## config.mk

```make
export PLATFORM = sky130hd
export DESIGN_NAME = flash_read_mode_config
export DESIGN_NICKNAME = d
export VERILOG_FILES = /design/src/byte_fifo.v /design/src/flash_read_mode_config.v
export VERILOG_INCLUDE_DIRS = /design/src /design/src/shared
export SDC_FILE = /design/constraint.sdc
export NUM_CORES = 1
export LEC_CHECK = 0
export BUFFER_PORTS_ARGS = -buffer_cell sky130_fd_sc_hd__buf_2
export CAP_MARGIN = 20
export CORE_ASPECT_RATIO = 0.6
export CORE_MARGIN = 4
export CORE_UTILIZATION = 50
export DETAILED_ROUTE_END_ITERATION = 12
export PLACE_DENSITY = 0.81
export SYNTH_ARGS = -nofsm -noshare
export SYNTH_HDL_FRONTEND = slang
export SYNTH_SLANG_ARGS = --single-unit
```

## constraint.sdc

```tcl
create_clock -name clk_sys -period 5.77 [get_ports clk_sys]
set_input_delay 0.8655 -clock clk_sys [delete_from_list [all_inputs] [get_ports clk_sys]]
set_output_delay 0.8655 -clock clk_sys [all_outputs]
set_load 0.02 [all_outputs]
```

## src/shared/flash_cfg_regs.vh

```
// Constants for the read-path configuration block of the serial flash
// How it works
// - Mode bits 10 skip next word-read opcode
// - Other mode bits restore full opcode decoding
// - Mode reset command clears continuous mode
// - Wrapped read restarts at section start
// - Wrap setting: disable bit plus size bits
// - Parameter command rejected in standard SPI mode
// - Wrap length kept across entry to four-wire mode
// - Reset gives wrap 8 bytes, dummy 2
// - Latency field maps to 10/4/6/8 dummies
// - Double-rate reads: 00 gives 10, else 8
// - Wrap size field gives 8/16/32/64 bytes
// - Wrapped burst reads act like fast read
// - Pattern enable drives pattern in dummy cycles
// - Pattern follows mode bits, mode bits unchanged
// - Training pattern is 00110100
// - Pattern start offset depends on read width
// - Pattern truncated when dummies are short
// - Four-wire entry needs quad enable set
// - Entry keeps write latch, suspend, wrap
// - Exit keeps write latch, suspend, wrap
`ifndef FLASH_CFG_REGS_VH
`define FLASH_CFG_REGS_VH
`define OP_WORD_READ 8'hE7
`define OP_SET_WRAP 8'h77
`define OP_SET_PARAM 8'hC0
`define OP_WRAP_READ 8'h0C
`define OP_WRAP_READ_DTR 8'h0E
`define OP_FAST_READ 8'h0B
`define OP_QIO_READ 8'hEB
`define OP_SFDP_READ 8'h5A
`define OP_DTR_FAST 8'h0D
`define OP_DTR_QIO 8'hED
`define OP_ENTER_QUAD 8'h38
`define OP_EXIT_QUAD 8'hFF
`define OP_MODE_RESET 8'hFF
`define CONT_SEL_MATCH 2'h2
`define WRAP_SET_RESET 3'h1
`define PARAM_RESET 8'h00
`define DUMMY_DEFAULT 4'h2
`define TRAIN_PATTERN 8'h34
`define FIFO_DEPTH 8
`define FIFO_AW 3
`endif

```

## src/byte_fifo.v

```verilog
// Small flip-flop FIFO for read-data bytes
`timescale 1ns/1ps
module byte_fifo #(
   parameter WIDTH = 8,
   parameter DEPTH = 8,
   parameter AW = 3
) (
   input wire clk_sys,
   input wire rst_b,
   input wire in_valid,
   output wire in_ready,
   input wire [WIDTH-1:0] in_data,
   output wire out_valid,
   input wire out_ready,
   output wire [WIDTH-1:0] out_data,
   input wire flush
);
   reg [WIDTH-1:0] mem_reg [0:DEPTH-1];
   reg [AW-1:0] wr_reg;
   reg [AW-1:0] rd_reg;
   reg [AW:0] cnt_reg;
   wire push;
   wire pop;
   integer i;
   localparam [AW:0] FULL_COUNT = DEPTH;
   assign in_ready = (cnt_reg != FULL_COUNT);
   assign out_valid = (cnt_reg != {(AW+1){1'b0}});
   assign out_data = mem_reg[rd_reg];
   assign push = in_valid & in_ready;
   assign pop = out_valid & out_ready;
   always @(posedge clk_sys or negedge rst_b) begin
      if (!rst_b) begin
         wr_reg <= {AW{1'b0}};
         rd_reg <= {AW{1'b0}};
         cnt_reg <= {(AW+1){1'b0}};
         for (i = 0; i < DEPTH; i = i + 1)
            mem_reg[i] <= {WIDTH{1'b0}};
      end else if (flush) begin
         wr_reg <= {AW{1'b0}};
         rd_reg <= {AW{1'b0}};
         cnt_reg <= {(AW+1){1'b0}};
      end else begin
         if (push) begin
            mem_reg[wr_reg] <= in_data;
            wr_reg <= wr_reg + 1'b1;
         end
         if (pop)
            rd_reg <= rd_reg + 1'b1;
         if (push && !pop)
            cnt_reg <= cnt_reg + 1'b1;
         else if (pop && !push)
            cnt_reg <= cnt_reg - 1'b1;
      end
   end
endmodule // byte_fifo

```

## src/flash_read_mode_config.v

```verilog
// Read-path configuration and command interpreter for the quad flash
`timescale 1ns/1ps
`include "flash_cfg_regs.vh"
module flash_read_mode_config (
   input wire clk_sys,
   input wire rst_b,
   input wire soft_reset,
   input wire frame_start,
   input wire frame_end,
   input wire cmd_valid,
   input wire [7:0] cmd_byte,
   input wire [23:0] cmd_addr,
   input wire [7:0] mode_byte,
   input wire param_valid,
   input wire [7:0] param_byte,
   input wire quad_enable_bit,
   input wire training_pattern_enable,
   input wire dtr_read,
   input wire [1:0] io_width,
   input wire dummy_count_bit,
   input wire array_valid,
   output wire array_ready,
   input wire [7:0] array_data,
   output wire data_valid,
   input wire data_ready,
   output wire [7:0] data_out,
   output reg [23:0] fetch_addr,
   output reg four_wire_command_mode,
   output reg continuous_mode,
   output reg [2:0] wrap_setting_bits,
   output reg [5:0] latency_dummy,
   output reg [6:0] wrap_bytes,
   output reg wrap_active,
   output reg [3:0] train_start,
   output reg [3:0] train_bits,
   output reg [7:0] train_pattern,
   output reg cmd_rejected
);
   localparam ST_IDLE = 2'h0;
   localparam ST_READ = 2'h1;
   localparam ST_PARAM = 2'h2;
   localparam ST_WRAPSET = 2'h3;

   reg [1:0] state_reg;
   reg [1:0] state_next;
   reg [7:0] param_reg;
   reg skip_op_reg;
   reg [7:0] read_op_reg;
   reg read_wrap_reg;
   wire [1:0] latency_field;
   wire [1:0] wrap_size_field;
   wire [1:0] continuous_mode_select_bits;
   wire wrap_disable_bit;
   wire [1:0] wrap_size_bits;
   wire is_read_op;
   wire is_dtr_op;
   wire push_ok;
   wire [5:0] dummy_now;
   wire [7:0] eff_op;
   wire fifo_in_ready;

   assign latency_field = param_reg[5:4];
   assign wrap_size_field = param_reg[1:0];
   assign wrap_disable_bit = wrap_setting_bits[0];
   assign wrap_size_bits = wrap_setting_bits[2:1];
   assign continuous_mode_select_bits = mode_byte[5:4];

   // Section length in bytes from a two-bit size code
   function [6:0] wrap_len;
      input [1:0] code;
      begin
         case (code)
            2'h0: wrap_len = 7'h08;
            2'h1: wrap_len = 7'h10;
            2'h2: wrap_len = 7'h20;
            default: wrap_len = 7'h40;
         endcase
      end
   endfunction

   // Next address inside an aligned wrap section
   function [23:0] wrap_inc;
      input [23:0] a;
      input [6:0] len;
      reg [23:0] m;
      begin
         m = {17'h00000, len - 7'h01};
         wrap_inc = (a & ~m) | ((a + 24'h000001) & m);
      end
   endfunction

   // A frame that skips the opcode reuses the word read; FFh still resets
   assign eff_op = (skip_op_reg && cmd_byte != `OP_MODE_RESET) ?
      `OP_WORD_READ : cmd_byte;
   assign is_dtr_op = (eff_op == `OP_DTR_FAST) || (eff_op == `OP_DTR_QIO) ||
      (eff_op == `OP_WRAP_READ_DTR);
   assign is_read_op = (eff_op == `OP_WORD_READ) ||
      (eff_op == `OP_FAST_READ) || (eff_op == `OP_QIO_READ) ||
      (eff_op == `OP_SFDP_READ) || (eff_op == `OP_WRAP_READ) || is_dtr_op;

   // Dummy count for the current command
   assign dummy_now = !four_wire_command_mode ?
      (dummy_count_bit ? 6'h04 : {2'h0, `DUMMY_DEFAULT}) :
      is_dtr_op ? ((latency_field == 2'h0) ? 6'h0A : 6'h08) :
      (latency_field == 2'h0) ? 6'h0A :
      (latency_field == 2'h1) ? 6'h04 :
      (latency_field == 2'h2) ? 6'h06 : 6'h08;

   always @* begin
      state_next = state_reg;
      case (state_reg)
         ST_IDLE: begin
            if (cmd_valid) begin
               if (is_read_op)
                  state_next = ST_READ;
               else if (eff_op == `OP_SET_PARAM && four_wire_command_mode)
                  state_next = ST_PARAM;
               else if (eff_op == `OP_SET_WRAP && !four_wire_command_mode)
                  state_next = ST_WRAPSET;
            end
         end
         ST_READ: if (frame_end) state_next = ST_IDLE;
         ST_PARAM: if (param_valid || frame_end) state_next = ST_IDLE;
         ST_WRAPSET: if (param_valid || frame_end) state_next = ST_IDLE;
         default: state_next = ST_IDLE;
      endcase
   end

   assign push_ok = (state_reg == ST_READ) && !frame_end;
   assign array_ready = push_ok & fifo_in_ready;

   byte_fifo #(
      .WIDTH(8),
      .DEPTH(`FIFO_DEPTH),
      .AW(`FIFO_AW)
   ) u_fifo (
      .clk_sys(clk_sys),
      .rst_b(rst_b),
      .in_valid(array_valid & push_ok),
      .in_ready(fifo_in_ready),
      .in_data(array_data),
      .out_valid(data_valid),
      .out_ready(data_ready),
      .out_data(data_out),
      .flush(frame_end)
   );

   always @(posedge clk_sys or negedge rst_b) begin
      if (!rst_b) begin
         state_reg <= ST_IDLE;
         param_reg <= `PARAM_RESET;
         wrap_setting_bits <= `WRAP_SET_RESET;
         four_wire_command_mode <= 1'b0;
         skip_op_reg <= 1'b0;
         continuous_mode <= 1'b0;
         read_op_reg <= 8'h00;
         read_wrap_reg <= 1'b0;
         fetch_addr <= 24'h000000;
         latency_dummy <= {2'h0, `DUMMY_DEFAULT};
         wrap_bytes <= 7'h08;
         wrap_active <= 1'b0;
         train_start <= 4'h0;
         train_bits <= 4'h0;
         train_pattern <= 8'h00;
         cmd_rejected <= 1'b0;
      end else if (soft_reset) begin
         // Reset instruction restores wrap 8 bytes and dummy 2
         state_reg <= ST_IDLE;
         param_reg <= `PARAM_RESET;
         wrap_setting_bits <= `WRAP_SET_RESET;
         four_wire_command_mode <= 1'b0;
         skip_op_reg <= 1'b0;
         continuous_mode <= 1'b0;
         latency_dummy <= {2'h0, `DUMMY_DEFAULT};
         wrap_bytes <= 7'h08;
         wrap_active <= 1'b0;
         train_bits <= 4'h0;
         cmd_rejected <= 1'b0;
      end else begin
         state_reg <= state_next;
         cmd_rejected <= 1'b0;
         if (state_reg == ST_IDLE && cmd_valid) begin
            read_op_reg <= eff_op;
            fetch_addr <= cmd_addr;
            latency_dummy <= dummy_now;
            if (skip_op_reg && cmd_byte == `OP_MODE_RESET && !is_read_op) begin
               skip_op_reg <= 1'b0;
               continuous_mode <= 1'b0;
            end
            if (is_read_op) begin
               // Mode bits decide opcode skipping on the next frame
               if (eff_op == `OP_WORD_READ || eff_op == `OP_QIO_READ ||
                  eff_op == `OP_DTR_QIO) begin
                  skip_op_reg <= (continuous_mode_select_bits ==
                     `CONT_SEL_MATCH) && (eff_op == `OP_WORD_READ);
                  continuous_mode <= (continuous_mode_select_bits ==
                     `CONT_SEL_MATCH);
               end
               if (four_wire_command_mode) begin
                  read_wrap_reg <= (eff_op == `OP_WRAP_READ) ||
                     (eff_op == `OP_WRAP_READ_DTR);
                  wrap_bytes <= wrap_len(wrap_size_field);
                  wrap_active <= (eff_op == `OP_WRAP_READ) ||
                     (eff_op == `OP_WRAP_READ_DTR);
               end else begin
                  read_wrap_reg <= !wrap_disable_bit;
                  wrap_bytes <= wrap_len(wrap_size_bits);
                  wrap_active <= !wrap_disable_bit;
               end
               // Pattern sits after mode bits; cut when dummies short
               if (training_pattern_enable) begin
                  train_pattern <= `TRAIN_PATTERN;
                  train_start <= (io_width == 2'h2) ? 4'h2 :
                     (io_width == 2'h1) ? 4'h4 :
                     dtr_read ? 4'h2 : 4'h0;
                  train_bits <= (dummy_now >= 6'h08) ? 4'h8 :
                     dummy_now[3:0];
               end else begin
                  train_pattern <= 8'h00;
                  train_start <= 4'h0;
                  train_bits <= 4'h0;
               end
            end else begin
               if (!skip_op_reg || cmd_byte != `OP_MODE_RESET) begin
                  skip_op_reg <= 1'b0;
                  continuous_mode <= 1'b0;
               end
               if (eff_op == `OP_SET_PARAM && !four_wire_command_mode)
                  cmd_rejected <= 1'b1;
               // Only the mode bit moves; latch, suspend, wrap untouched
               if (eff_op == `OP_ENTER_QUAD && !four_wire_command_mode &&
                  !skip_op_reg) begin
                  if (quad_enable_bit)
                     four_wire_command_mode <= 1'b1;
                  else
                     cmd_rejected <= 1'b1;
               end
               if (eff_op == `OP_EXIT_QUAD && four_wire_command_mode &&
                  !skip_op_reg)
                  four_wire_command_mode <= 1'b0;
            end
         end
         if (state_reg == ST_PARAM && param_valid) begin
            param_reg <= param_byte;
            wrap_bytes <= wrap_len(param_byte[1:0]);
         end
         // Wrap size also goes to the four-wire field, so it survives entry to four-wire mode
         if (state_reg == ST_WRAPSET && param_valid) begin
            wrap_setting_bits <= param_byte[6:4];
            param_reg[1:0] <= param_byte[6:5];
            wrap_bytes <= wrap_len(param_byte[6:5]);
         end
         // Address walks on each accepted array byte
         if (array_valid && array_ready) begin
            if (read_wrap_reg)
               fetch_addr <= wrap_inc(fetch_addr, wrap_bytes);
            else
               fetch_addr <= fetch_addr + 24'h000001;
         end
         if (frame_end)
            wrap_active <= 1'b0;
      end
   end
endmodule // flash_read_mode_config

```

Word level (Yosys, flattened, before mapping). Index checks and enable logic that the tools add are counted.

Word-level logic and storage cells: 242. Register bits: 144. Bits of input ports: 71. Output and inout port bits: 70.

Equality and inequality tests: 36. Reduce and logical (&&, ||, !) cells: 69. Bitwise logic cells: 12. Mux-type cells: 88. $add $sub $neg: 6. Order comparisons: 4.

Operator list (number): case mux 7 bit (3 select lines) (4); two-way mux 24 bit (3); bitwise mux 64 bit (1); two-way mux 4 bit (13); == test 8 bit (second input constant) (6); two-way mux 7 bit (6); == test 8 x 4 -> 1 bit (second input constant) (4); two-way mux 8 bit (4); two-way mux 3 bit (10); two-way mux 6 bit (5); two-way mux 1 bit (29); adder 24 x 1 -> 24 bit (second input constant) (1); bitwise AND 24 bit (1); bitwise AND 24 x 7 -> 24 bit (1); binary-select mux 8 bit (select 3 bit) (1); demux 8 bit (select 3 bit) (1); inverter 7 -> 24 bit (1); OR 24 bit (1); two-way mux 2 bit (10); logical AND 1 bit (19); == test 2 bit (second input constant) (9); nonzero test 3 bit (6); == test 8 x 7 -> 1 bit (second input constant) (2); == test 2 x 1 -> 1 bit (second input constant) (7); 26 further kinds (70).

Depth between registers and ports, before layout. Gate-level depths: netlist of the first run.

Depth after elaboration: 16. Mapped depth: 9. Gate-level depth less buffers: 8.

Hierarchy. From an unflattened synthesis of the first run, not the netlist that was laid out.

Cell total of the unflattened synthesis: 668. Area, all modules: 7049.3 um^2.

Modules (own cells, without submodules): byte_fifo (cells an instance 234, seq. area each 1851.8 um^2, area each 3532.1 um^2, instances 1); flash_read_mode_config (cells an instance 434, seq. area each 1305.0 um^2, area each 3517.1 um^2, instances 1).

Least setup slack after synthesis of the first run. No wires, ideal clock.

Kind: reg-to-reg. From: register u_fifo.cnt_reg[1]. To: register u_fifo.cnt_reg[3]. Clock period less this slack: 2861 ps. Path buffers: 0. Cell stages (with the launch flop): 9. Data required time: 5634 ps. Library setup time: 136 ps. Path slack: 2909 ps. Arrival: 2725 ps. Path through: dfrtp_1 > o41ai_1 > nand3_1 > ha_1 > a21o_1 > a21oi_1 > mux2_2 > mux2i_1 > o21ai_0.

Longest elaborated chain between the ends: 6. Elaborated cells on any way between the ends: 14. Those cells by class: add/sub (2); eq/ne (1); mux (3); bitwise (2); reduce/logical (6).

RTL lines: start: declaration (RTL line byte_fifo.v:21) `reg [AW:0] cnt_reg;`; start signal: assignment (RTL line byte_fifo.v:35) `cnt_reg <= {(AW+1){1'b0}};`; start signal: assignment (RTL line byte_fifo.v:41) `cnt_reg <= {(AW+1){1'b0}};`; start signal: assignment (RTL line byte_fifo.v:50) `cnt_reg <= cnt_reg + 1'b1;`; branches (longest 6 deep; another with subtractor 4 x 1 -> 4 bit).

Several ways; the timed one is not identified. The select of a mux whose other input is x is not followed. A chain may end at the register's enable or synchronous reset.

Worst setup path in the final report of the first run. Ends and elaborated chain as after synthesis.

==> results of run 1 <==
## layout make-up
cell class	count	area, sq um	share of cell area
clock buffer	22	474	0.0560
clock inverter	10	136	0.0161
inverter	19	71.3	0.00843
multi-input combinational	479	3720	0.439
sequential	126	3160	0.373
tap	192	240	0.0284
timing repair buffer	125	668	0.0789
## per-layer routing
metal,vias up,global-route usage
met2,302,0.335
met3,24,0.0568
met5,-,0
met1,2897,0.355
li1,2690,-
met4,0,0.0580
## stage by stage
stage	hold WS (ps)	util
2_1_floorplan	474	-
3_3_place_gp	484	0.565
3_5_place_dp	490	0.565
4_1_cts	502	0.610
5_1_grt	524	0.612
6_report	499	0.612
## how the worst max path moves through the flow
stage	startpoint	end	slack, ps	cells past startpoint
3_3_place_gp	u_fifo.cnt_reg[1]$_DFFE_PN0P_	u_fifo.cnt_reg[3]$_DFFE_PN0P_	2520	8
4_1_cts	u_fifo.cnt_reg[1]$_DFFE_PN0P_	u_fifo.cnt_reg[3]$_DFFE_PN0P_	2250	8
2_1_floorplan	u_fifo.cnt_reg[1]$_DFFE_PN0P_	u_fifo.cnt_reg[3]$_DFFE_PN0P_	2910	8
5_1_grt	u_fifo.cnt_reg[1]$_DFFE_PN0P_	u_fifo.cnt_reg[3]$_DFFE_PN0P_	1990	8
6_report	u_fifo.cnt_reg[1]$_DFFE_PN0P_	u_fifo.cnt_reg[3]$_DFFE_PN0P_	2210	8
3_5_place_dp	u_fifo.cnt_reg[1]$_DFFE_PN0P_	u_fifo.cnt_reg[3]$_DFFE_PN0P_	2440	8
## where the power goes
| group | internal, mW | leakage [nW] | switching, mW |
|---|---|---|---|
| sequential | 0.994 | 1.69 | 0.177 |
| clock | 0.712 | 0.292 | 0.388 |
| combinational | 0.311 | 1.91 | 0.486 |
| total | 2.02 | 3.89 | 1.05 |
## critical path, cell delays in order (launching register included)
cell and delay (ps):
dfrtp_1 480, o41ai_1 1000, nand3_1 440, ha_1 410, a21o_1 190, a21oi_1 270
mux2_2 380, mux2i_1 150, o21ai_0 100
## cell usage in the layout, fill, tap and decap left out, types with 4 or more instances in the layout
cell type,count
clkbuf_16,17
nand2_1,58
nor3_1,15
nand3_1,25
and3_1,4
mux2_2,78
a31oi_1,11
conb_1,14
mux2i_1,12
o211ai_1,8
xor2_1,5
xnor2_1,6
ha_1,8
a21oi_1,27
or3_1,4
a311oi_1,4
a211oi_1,5
buf_2,116
dfrtp_1,123
nand4_1,9
nor2_1,33
o311ai_0,4
a22oi_1,8
buf_4,8
o21ai_0,26
inv_1,18
mux4_2,16
nor4_1,8
a2bb2oi_1,4
## logic make-up after synthesis
group / after synthesis
adder cells (fa/ha/maj): 9
AND/OR/NAND/NOR: 192
multiplexers: 107
buffers and inverters: 72
other: 1
AO/OA/AOI/OAI: 146
flip-flops: 126
XOR/XNOR: 11
==> metrics, run 1 <==
I/O pin count 141; Root Buffer clkbuf_16; dominant cell type by area after synthesis dfrtp_1; Core ar. 13800 sq um; Post-Synth Simple-Gate Area 0.142; # DRC 0; Synth Flop Type dfrtp_1; Synth Area in Compound Gates 0.147; hold path cells 1; Layout Cells excl Fill 973; Total Power 3.07 mW; Setup CP Type reg2reg; row count 33; Die X 163 um; reg-to-reg setup timing slack 2210 ps; worst r2r path cells 8; worst-margin pin slew 1110 ps; endpoint class of the critical path register; RR Endpoint u_fifo.cnt_reg[3]$_DFFE_PN0P_; FMAX 0.281 GHz; fin crit share 0.617; Yosys reg bits 126; Post-synth EDFFs 0; Worst EP arrival 3830 ps; final setup vio count 0; Filler Cell Count 1090; PwrDens 363 nW/um^2; worst r2r src u_fifo.cnt_reg[1]$_DFFE_PN0P_; post-place setup slack 2440 ps; CTS buffer count 17; mean post-synth cell area 10.8 sq um; post-synthesis xor/xnor area fraction 0.0134; M1 wire length 8.71 mm; post-synthesis adder-cell area fraction 0.0167; multiplexer area fraction after synthesis 0.191; Finished Cell Area 8460 sq um; Max-Cap Viols 0; ys async rst share 1.00; count leader, synth dfrtp_1; First-pass DRT Iterations 5; Inst Count DP 939; via count 5913; Via density 6.08; total track usage 0.233; Worst Hold Class reg2reg; status finished, final reports clean; clk slew on worst S/H paths 50 ps; CTS tree done; met3 routed WL 1.83 mm; top cells by area, synth dfrtp_1, mux2_2, mux4_2; hpwl dp 13.0 mm; DRT iter0 DRCs 662; Critical Path RT 6040 ps; Area Growth Syn to Fin 18.0%; GP Congestion 0.931; CP startpoint kind register; Clock Tree Buf Depth 2; hold wc startpoint u_fifo.mem_reg[47]$_DFFE_PN0P_; total number of yosys warnings 0; Clk Latency, worst-skew pair 410 ps; uppermost layer routed met4; maximum vdd ir drop 0.000278 V; Post-Synthesis Cell Area 7180 sq um; P_leak 3.89 nW; CTS H-tree depth 4; top cell type's share of synthesized area 0.429; RSZ-0062 raised after global routing false; largest net degree at the start of global routing 78; Total Neg Setup Slack 0 ps; die height 101 um; Rel. slew slack 0.255; Antenna Cells 0; hold path endpoint u_fifo.mem_reg[47]$_DFFE_PN0P_; Cell Area, Placed 7820 sq um; die area 16400 sq um; share of cells above drive strength 1 0.352; Final Worst Setup Slack 2210 ps; Post-Syn Instances 664; sequential fraction of the synthesis area 0.440; largest family of logic cells by synthesized area multiplexers; post-cts resize count 0; number of global-route vias before repair 5621; clock sink total 126; worst-path fanout max 9; Final ANT Viol Nets 0; initial core utilization 0.519; Layout Nets 848; post-DR wirelength/cell 19.4 um; hold buffer count at cts 0; antenna violations before repair 0; Hold Vio Cnt, Final 0; setup bufs post-CTS 0; first-pass GRT wire length 30.1 mm; max reg flops 64; clock period minus worst slack 3560 ps; wirelength, routed 18.9 mm; IO Port Bufs 116; global route overflow 0; fin. max-slew vios 0; synth cell count leaders dfrtp_1, mux2_2, nand2_1; clk_skew 8.21 ps; Yosys cell types 86; met2 routed WL 8.12 mm
Power figures use the tool's default switching activity.
==> inputs of run 2 (changes only) <==
- PLACE_DENSITY: 0.81 -> 0.84
- clock period: 5.77 -> 3 ns (I/O delays scaled with it)
==> run 2 against run 1 <==
Net effect:
- the run now ends with hold timing left
- maximum frequency grew 31%
- flip-flop and latch count is the same
- total power grew 91%
- clock power grew 89%
- largest power group unchanged
- highest routed layer unchanged
==> metrics, run 2 (same netlist as run 1, synthesis figures left out) <==
status finished, violations left; commonest non-fill, non-tap cell in the layout dfrtp_1; CTS H-tree depth 4; GP Congestion 0.932; worst r2r src u_fifo.cnt_reg[1]$_DFFE_PN0P_; Total Neg Setup Slack 0 ps; IO Port Bufs 116; first-pass GRT wire length 31.3 mm; RSZ-0062 raised after global routing false; Setup CP Type reg2reg; DRT iter0 DRCs 618; initial core utilization 0.519; post-DR wirelength/cell 19.9 um; Worst EP arrival 3000 ps; hold buffer count at cts 0; max reg flops 64; WHS -8.00 ps; row count 33; Max-Cap Viols 0; Hold Vio Cnt, Final 13; Clock Tree Buf Depth 2; Die X 163 um; die height 101 um; setup bufs post-CTS 0; Worst Hold Class in2async; clk slew on worst S/H paths 60 ps; Rel. slew slack 0.408; I/O pin count 141; Clk Latency, worst-skew pair 410 ps; failing checks hold timing; number of global-route vias before repair 5802; maximum vdd ir drop 0.000444 V; PwrDens 686 nW/um^2; worst-path fanout max 9; Core ar. 13800 sq um; Critical Path RT 3280 ps; P_leak 3.96 nW; crit path launch u_fifo.cnt_reg[1]$_DFFE_PN0P_; Area Growth Syn to Fin 19.3%; First-pass DRT Iterations 7; clock sink total 126; Final Worst Setup Slack 287 ps; CTS tree done; wirelength, routed 19.6 mm; final setup vio count 0; antenna violations before repair 0; endpoint class of the critical path register; FMAX 0.369 GHz; post-place setup slack 325 ps; Antenna Cells 0; Filler Cell Count 1047; die area 16400 sq um; global route overflow 0; hpwl dp 13.9 mm; clock period minus worst slack 2710 ps; Via density 6.21; clk_skew 10.5 ps; total track usage 0.243; Layout Nets 864; fin crit share 0.904; post-cts resize count 0; worst-margin pin slew 883 ps; # DRC 0; fin. max-slew vios 0; CP startpoint kind register; CTS buffer count 17; via count 6139; largest net degree at the start of global routing 66; Root Buffer clkbuf_16; share of cells above drive strength 1 0.364; Final ANT Viol Nets 0; most frequent cells in the layout dfrtp_1, buf_2, mux2_2
[run 2: worst paths after layout]
path / cells past startpoint / slack [ps] / to
max in group asynchronous: 2 / 2230 / wrap_bytes[3]$_DFFE_PN1P_
worst min-delay path: 1 / -8 / u_fifo.mem_reg[61]$_DFFE_PN0P_
worst max-delay path: 8 / 290 / u_fifo.cnt_reg[3]$_DFFE_PN0P_
min in group clk_sys: 3 / 280 / wrap_setting_bits[0]$_DFFE_PN1P_
worst min register to register: 1 / 500 / train_start[1]$_DFFE_PN0P_
worst max register to register: 8 / 290 / u_fifo.cnt_reg[3]$_DFFE_PN0P_
[run 2: area by class of cell]
| cell class | instances | area [sq um] | share of cell area |
|---|---|---|---|
| clock inverters | 11 | 140 | 0.0164 |
| well taps | 192 | 240 | 0.0281 |
| flip-flops and latches | 126 | 3160 | 0.369 |
| repair buffers | 141 | 781 | 0.0912 |
| inverters | 19 | 71.3 | 0.00833 |
| clock buffers | 21 | 450 | 0.0526 |
| multi-input cells | 479 | 3720 | 0.434 |
[run 2: power breakdown]
| group | switching (mW) | total [mW] | internal (mW) |
|---|---|---|---|
| combinational | 0.953 | 1.55 | 0.600 |
| sequential | 0.319 | 2.23 | 1.91 |
| clock | 0.759 | 2.08 | 1.32 |
[run 2: per-stage QoR]
step	power [mW]	cell area (sq um)	std cells	util	hold slack (ps)
global route	6.14	8560	989	0.619	26.9
CTS	5.87	8560	989	0.619	8.49
detailed placement	3.77	7970	957	0.576	445
finish	5.87	8560	989	0.619	-8.00
floorplan	3.21	7220	677	-	154
global placement	3.72	7960	956	0.576	442
[run 2: layer usage]
layer	wire [um]	GRT usage
met3	2040	0.0711
met2	8550	0.348
met4	372	0.0722
met1	8670	0.359
met5	0	0
[run 2: critical path, stage by stage, from the launching register on]
cell and delay [ps]:
dfrtp_1 470, or4b_2 760, nand3_1 120, ha_1 240
a21o_1 190, a21oi_1 250, mux2_2 370, mux2i_1 120
o21ai_0 80
==> inputs of run 3 (changes only) <==
- REMOVE_ABC_BUFFERS: unset -> 1
==> run 3 against run 2 <==
Net effect:
- the run now ends clean
- die area stayed put
- clock power increased by 4%
- non-clock buffer count increased by 3
- flip-flop and latch count stayed put
- worst setup slack worse by 63 ps
- worst hold slack better by 290 ps
- maximum frequency is 2.3% lower
- utilization up 0.52 points
- count of clock-buffer cells in the layout is 1 lower
- routed wire length about the same
- sequential share of layout area fell by 0.31 points
- cell area is 0.85% higher
- critical path type unchanged
- highest routed layer unchanged
==> metrics, run 3 (same netlist as run 1, synthesis figures left out) <==
wirelength, routed 19.6 mm; hpwl dp 13.9 mm; initial core utilization 0.519; clk_skew 13.4 ps; # DRC 0; critical-path cell list or4b_2 -> nand3_1 -> ha_1 -> a21o_1 -> a21oi_1 -> mux2_2 -> mux2i_1 -> o21ai_0; status finished, final reports clean; total track usage 0.242; Critical Path RT 3290 ps; CTS tree done; die area 16400 sq um; Final ANT Viol Nets 0; met2 routed WL 8.61 mm; final setup vio count 0; post-DR wirelength/cell 19.8 um; antenna violations before repair 0; commonest non-fill, non-tap cell in the layout dfrtp_1; CP startpoint kind register; via count 6046; Via density 6.09; post-cts resize count 0; maximum vdd ir drop 0.000429 V; Max-Cap Viols 0; Die X 163 um; first-pass GRT wire length 31.3 mm; most frequent cells in the layout dfrtp_1, buf_2, mux2_2; Cell Area, Placed 7990 sq um; Clk Latency, worst-skew pair 420 ps; PwrDens 692 nW/um^2; endpoint class of the critical path register; number of global-route vias before repair 5711; GP Congestion 0.934; clock period minus worst slack 2780 ps; clk slew on worst S/H paths 60 ps; Core ar. 13800 sq um; clock sink total 126; fin crit share 0.926; Hold Vio Cnt, Final 0; Antenna Cells 0; CTS H-tree depth 4; I/O pin count 141; global route overflow 0; Total Power 5.97 mW; Worst path slowest cell or4b_2; worst-path fanout max 9; Layout Nets 867; M1 wire length 9.25 mm; Worst Hold Class in2reg; Area Growth Syn to Fin 20.3%; Finished Cell Area 8630 sq um; Rel. slew slack 0.389; FMAX 0.360 GHz; RSZ-0062 raised after global routing false; die height 101 um; worst-margin pin slew 912 ps; met3 routed WL 1.45 mm; CTS buffer count 17; Root Buffer clkbuf_16; Clock Tree Buf Depth 2; DRT iter0 DRCs 738; Total Neg Setup Slack 0 ps; share of cells above drive strength 1 0.369; crit-path max cell delay 770 ps; IO Port Bufs 116; fin. max-slew vios 0; max reg flops 64; row count 33; First-pass DRT Iterations 5; largest net degree at the start of global routing 74; Setup CP Type reg2reg; P_leak 3.99 nW; Worst EP arrival 3070 ps; uppermost layer routed met4
[run 3: cell types whose count changed in the layout (fill, tap and decap cells not counted), sizes merged]
cell,before,now
buf,141,143
clkinv,7,6
inv,19,20
dlygate4sd3,0,1
clkbuf,21,20
clkinvlp,1,2
[run 3: path summary, 6_finish.rpt]
kind / slack, ps / from / cells after the start / end
min in group asynchronous: 520 / rst_b / 2 / train_bits[2]$_DFFE_PN0P_
setup reg to reg: 220 / u_fifo.cnt_reg[1]$_DFFE_PN0P_ / 8 / u_fifo.cnt_reg[3]$_DFFE_PN0P_
hold reg to reg: 500 / u_fifo.mem_reg[0]$_DFFE_PN0P_ / 1 / u_fifo.mem_reg[0]$_DFFE_PN0P_
hold / removal: 280 / cmd_addr[14] / 3 / fetch_addr[14]$_DFFE_PN0P_
setup / recovery: 220 / u_fifo.cnt_reg[1]$_DFFE_PN0P_ / 8 / u_fifo.cnt_reg[3]$_DFFE_PN0P_
max in group asynchronous: 1720 / rst_b / 3 / wrap_bytes[3]$_DFFE_PN1P_
[run 3: timing repair]
item                      4_1_cts  5_1_grt
hold buffers                    1        0
hold endpoints to repair       22        0
setup buffers                   0        0
[run 3: critical path, delay by kind of cell (launching register included)]
kind	cells	cell delay (ps)
DFF	1	490
and+or+nand+nor	2	910
AOI/OAI and AO/OA	3	520
adders and majority gates	1	240
muxes	2	500
[run 3: final cells by class]
| cell class | count | area (sq um) |
|---|---|---|
| Fill cell | 1057 | 5200 |
| Multi-Input combinational cell | 479 | 3720 |
| Sequential cell | 126 | 3160 |
| Timing Repair Buffer | 144 | 818 |
| Clock buffer | 20 | 467 |
| Tap cell | 192 | 240 |
| Clock inverter | 12 | 159 |
| Inverter | 19 | 71.3 |
[run 3: layer usage]
| layer | global-route usage | vias up |
|---|---|---|
| met1 | 0.368 | 2977 |
| met2 | 0.352 | 298 |
| met3 | 0.0445 | 35 |
| li1 | - | 2736 |
| met5 | 0 | - |
| met4 | 0.0793 | 0 |
[run 3: per-stage QoR]
step                      setup slack, ps  hold slack, ps  cells   util
final                                 223             284    992  0.624
after global routing                 81.1             285    992  0.624
after CTS                             239             273    992  0.624
after detailed placement              309             389    959  0.578
after global placement                405             389    958  0.578
after floorplan                      12.3             154    624      -
[run 3: power by group]
part           switching [mW]  internal [mW]  total, mW
Clock                   0.786           1.38       2.17
Combinational           0.926          0.619       1.55
Sequential              0.351           1.91       2.26
Total                    2.06           3.91       5.97
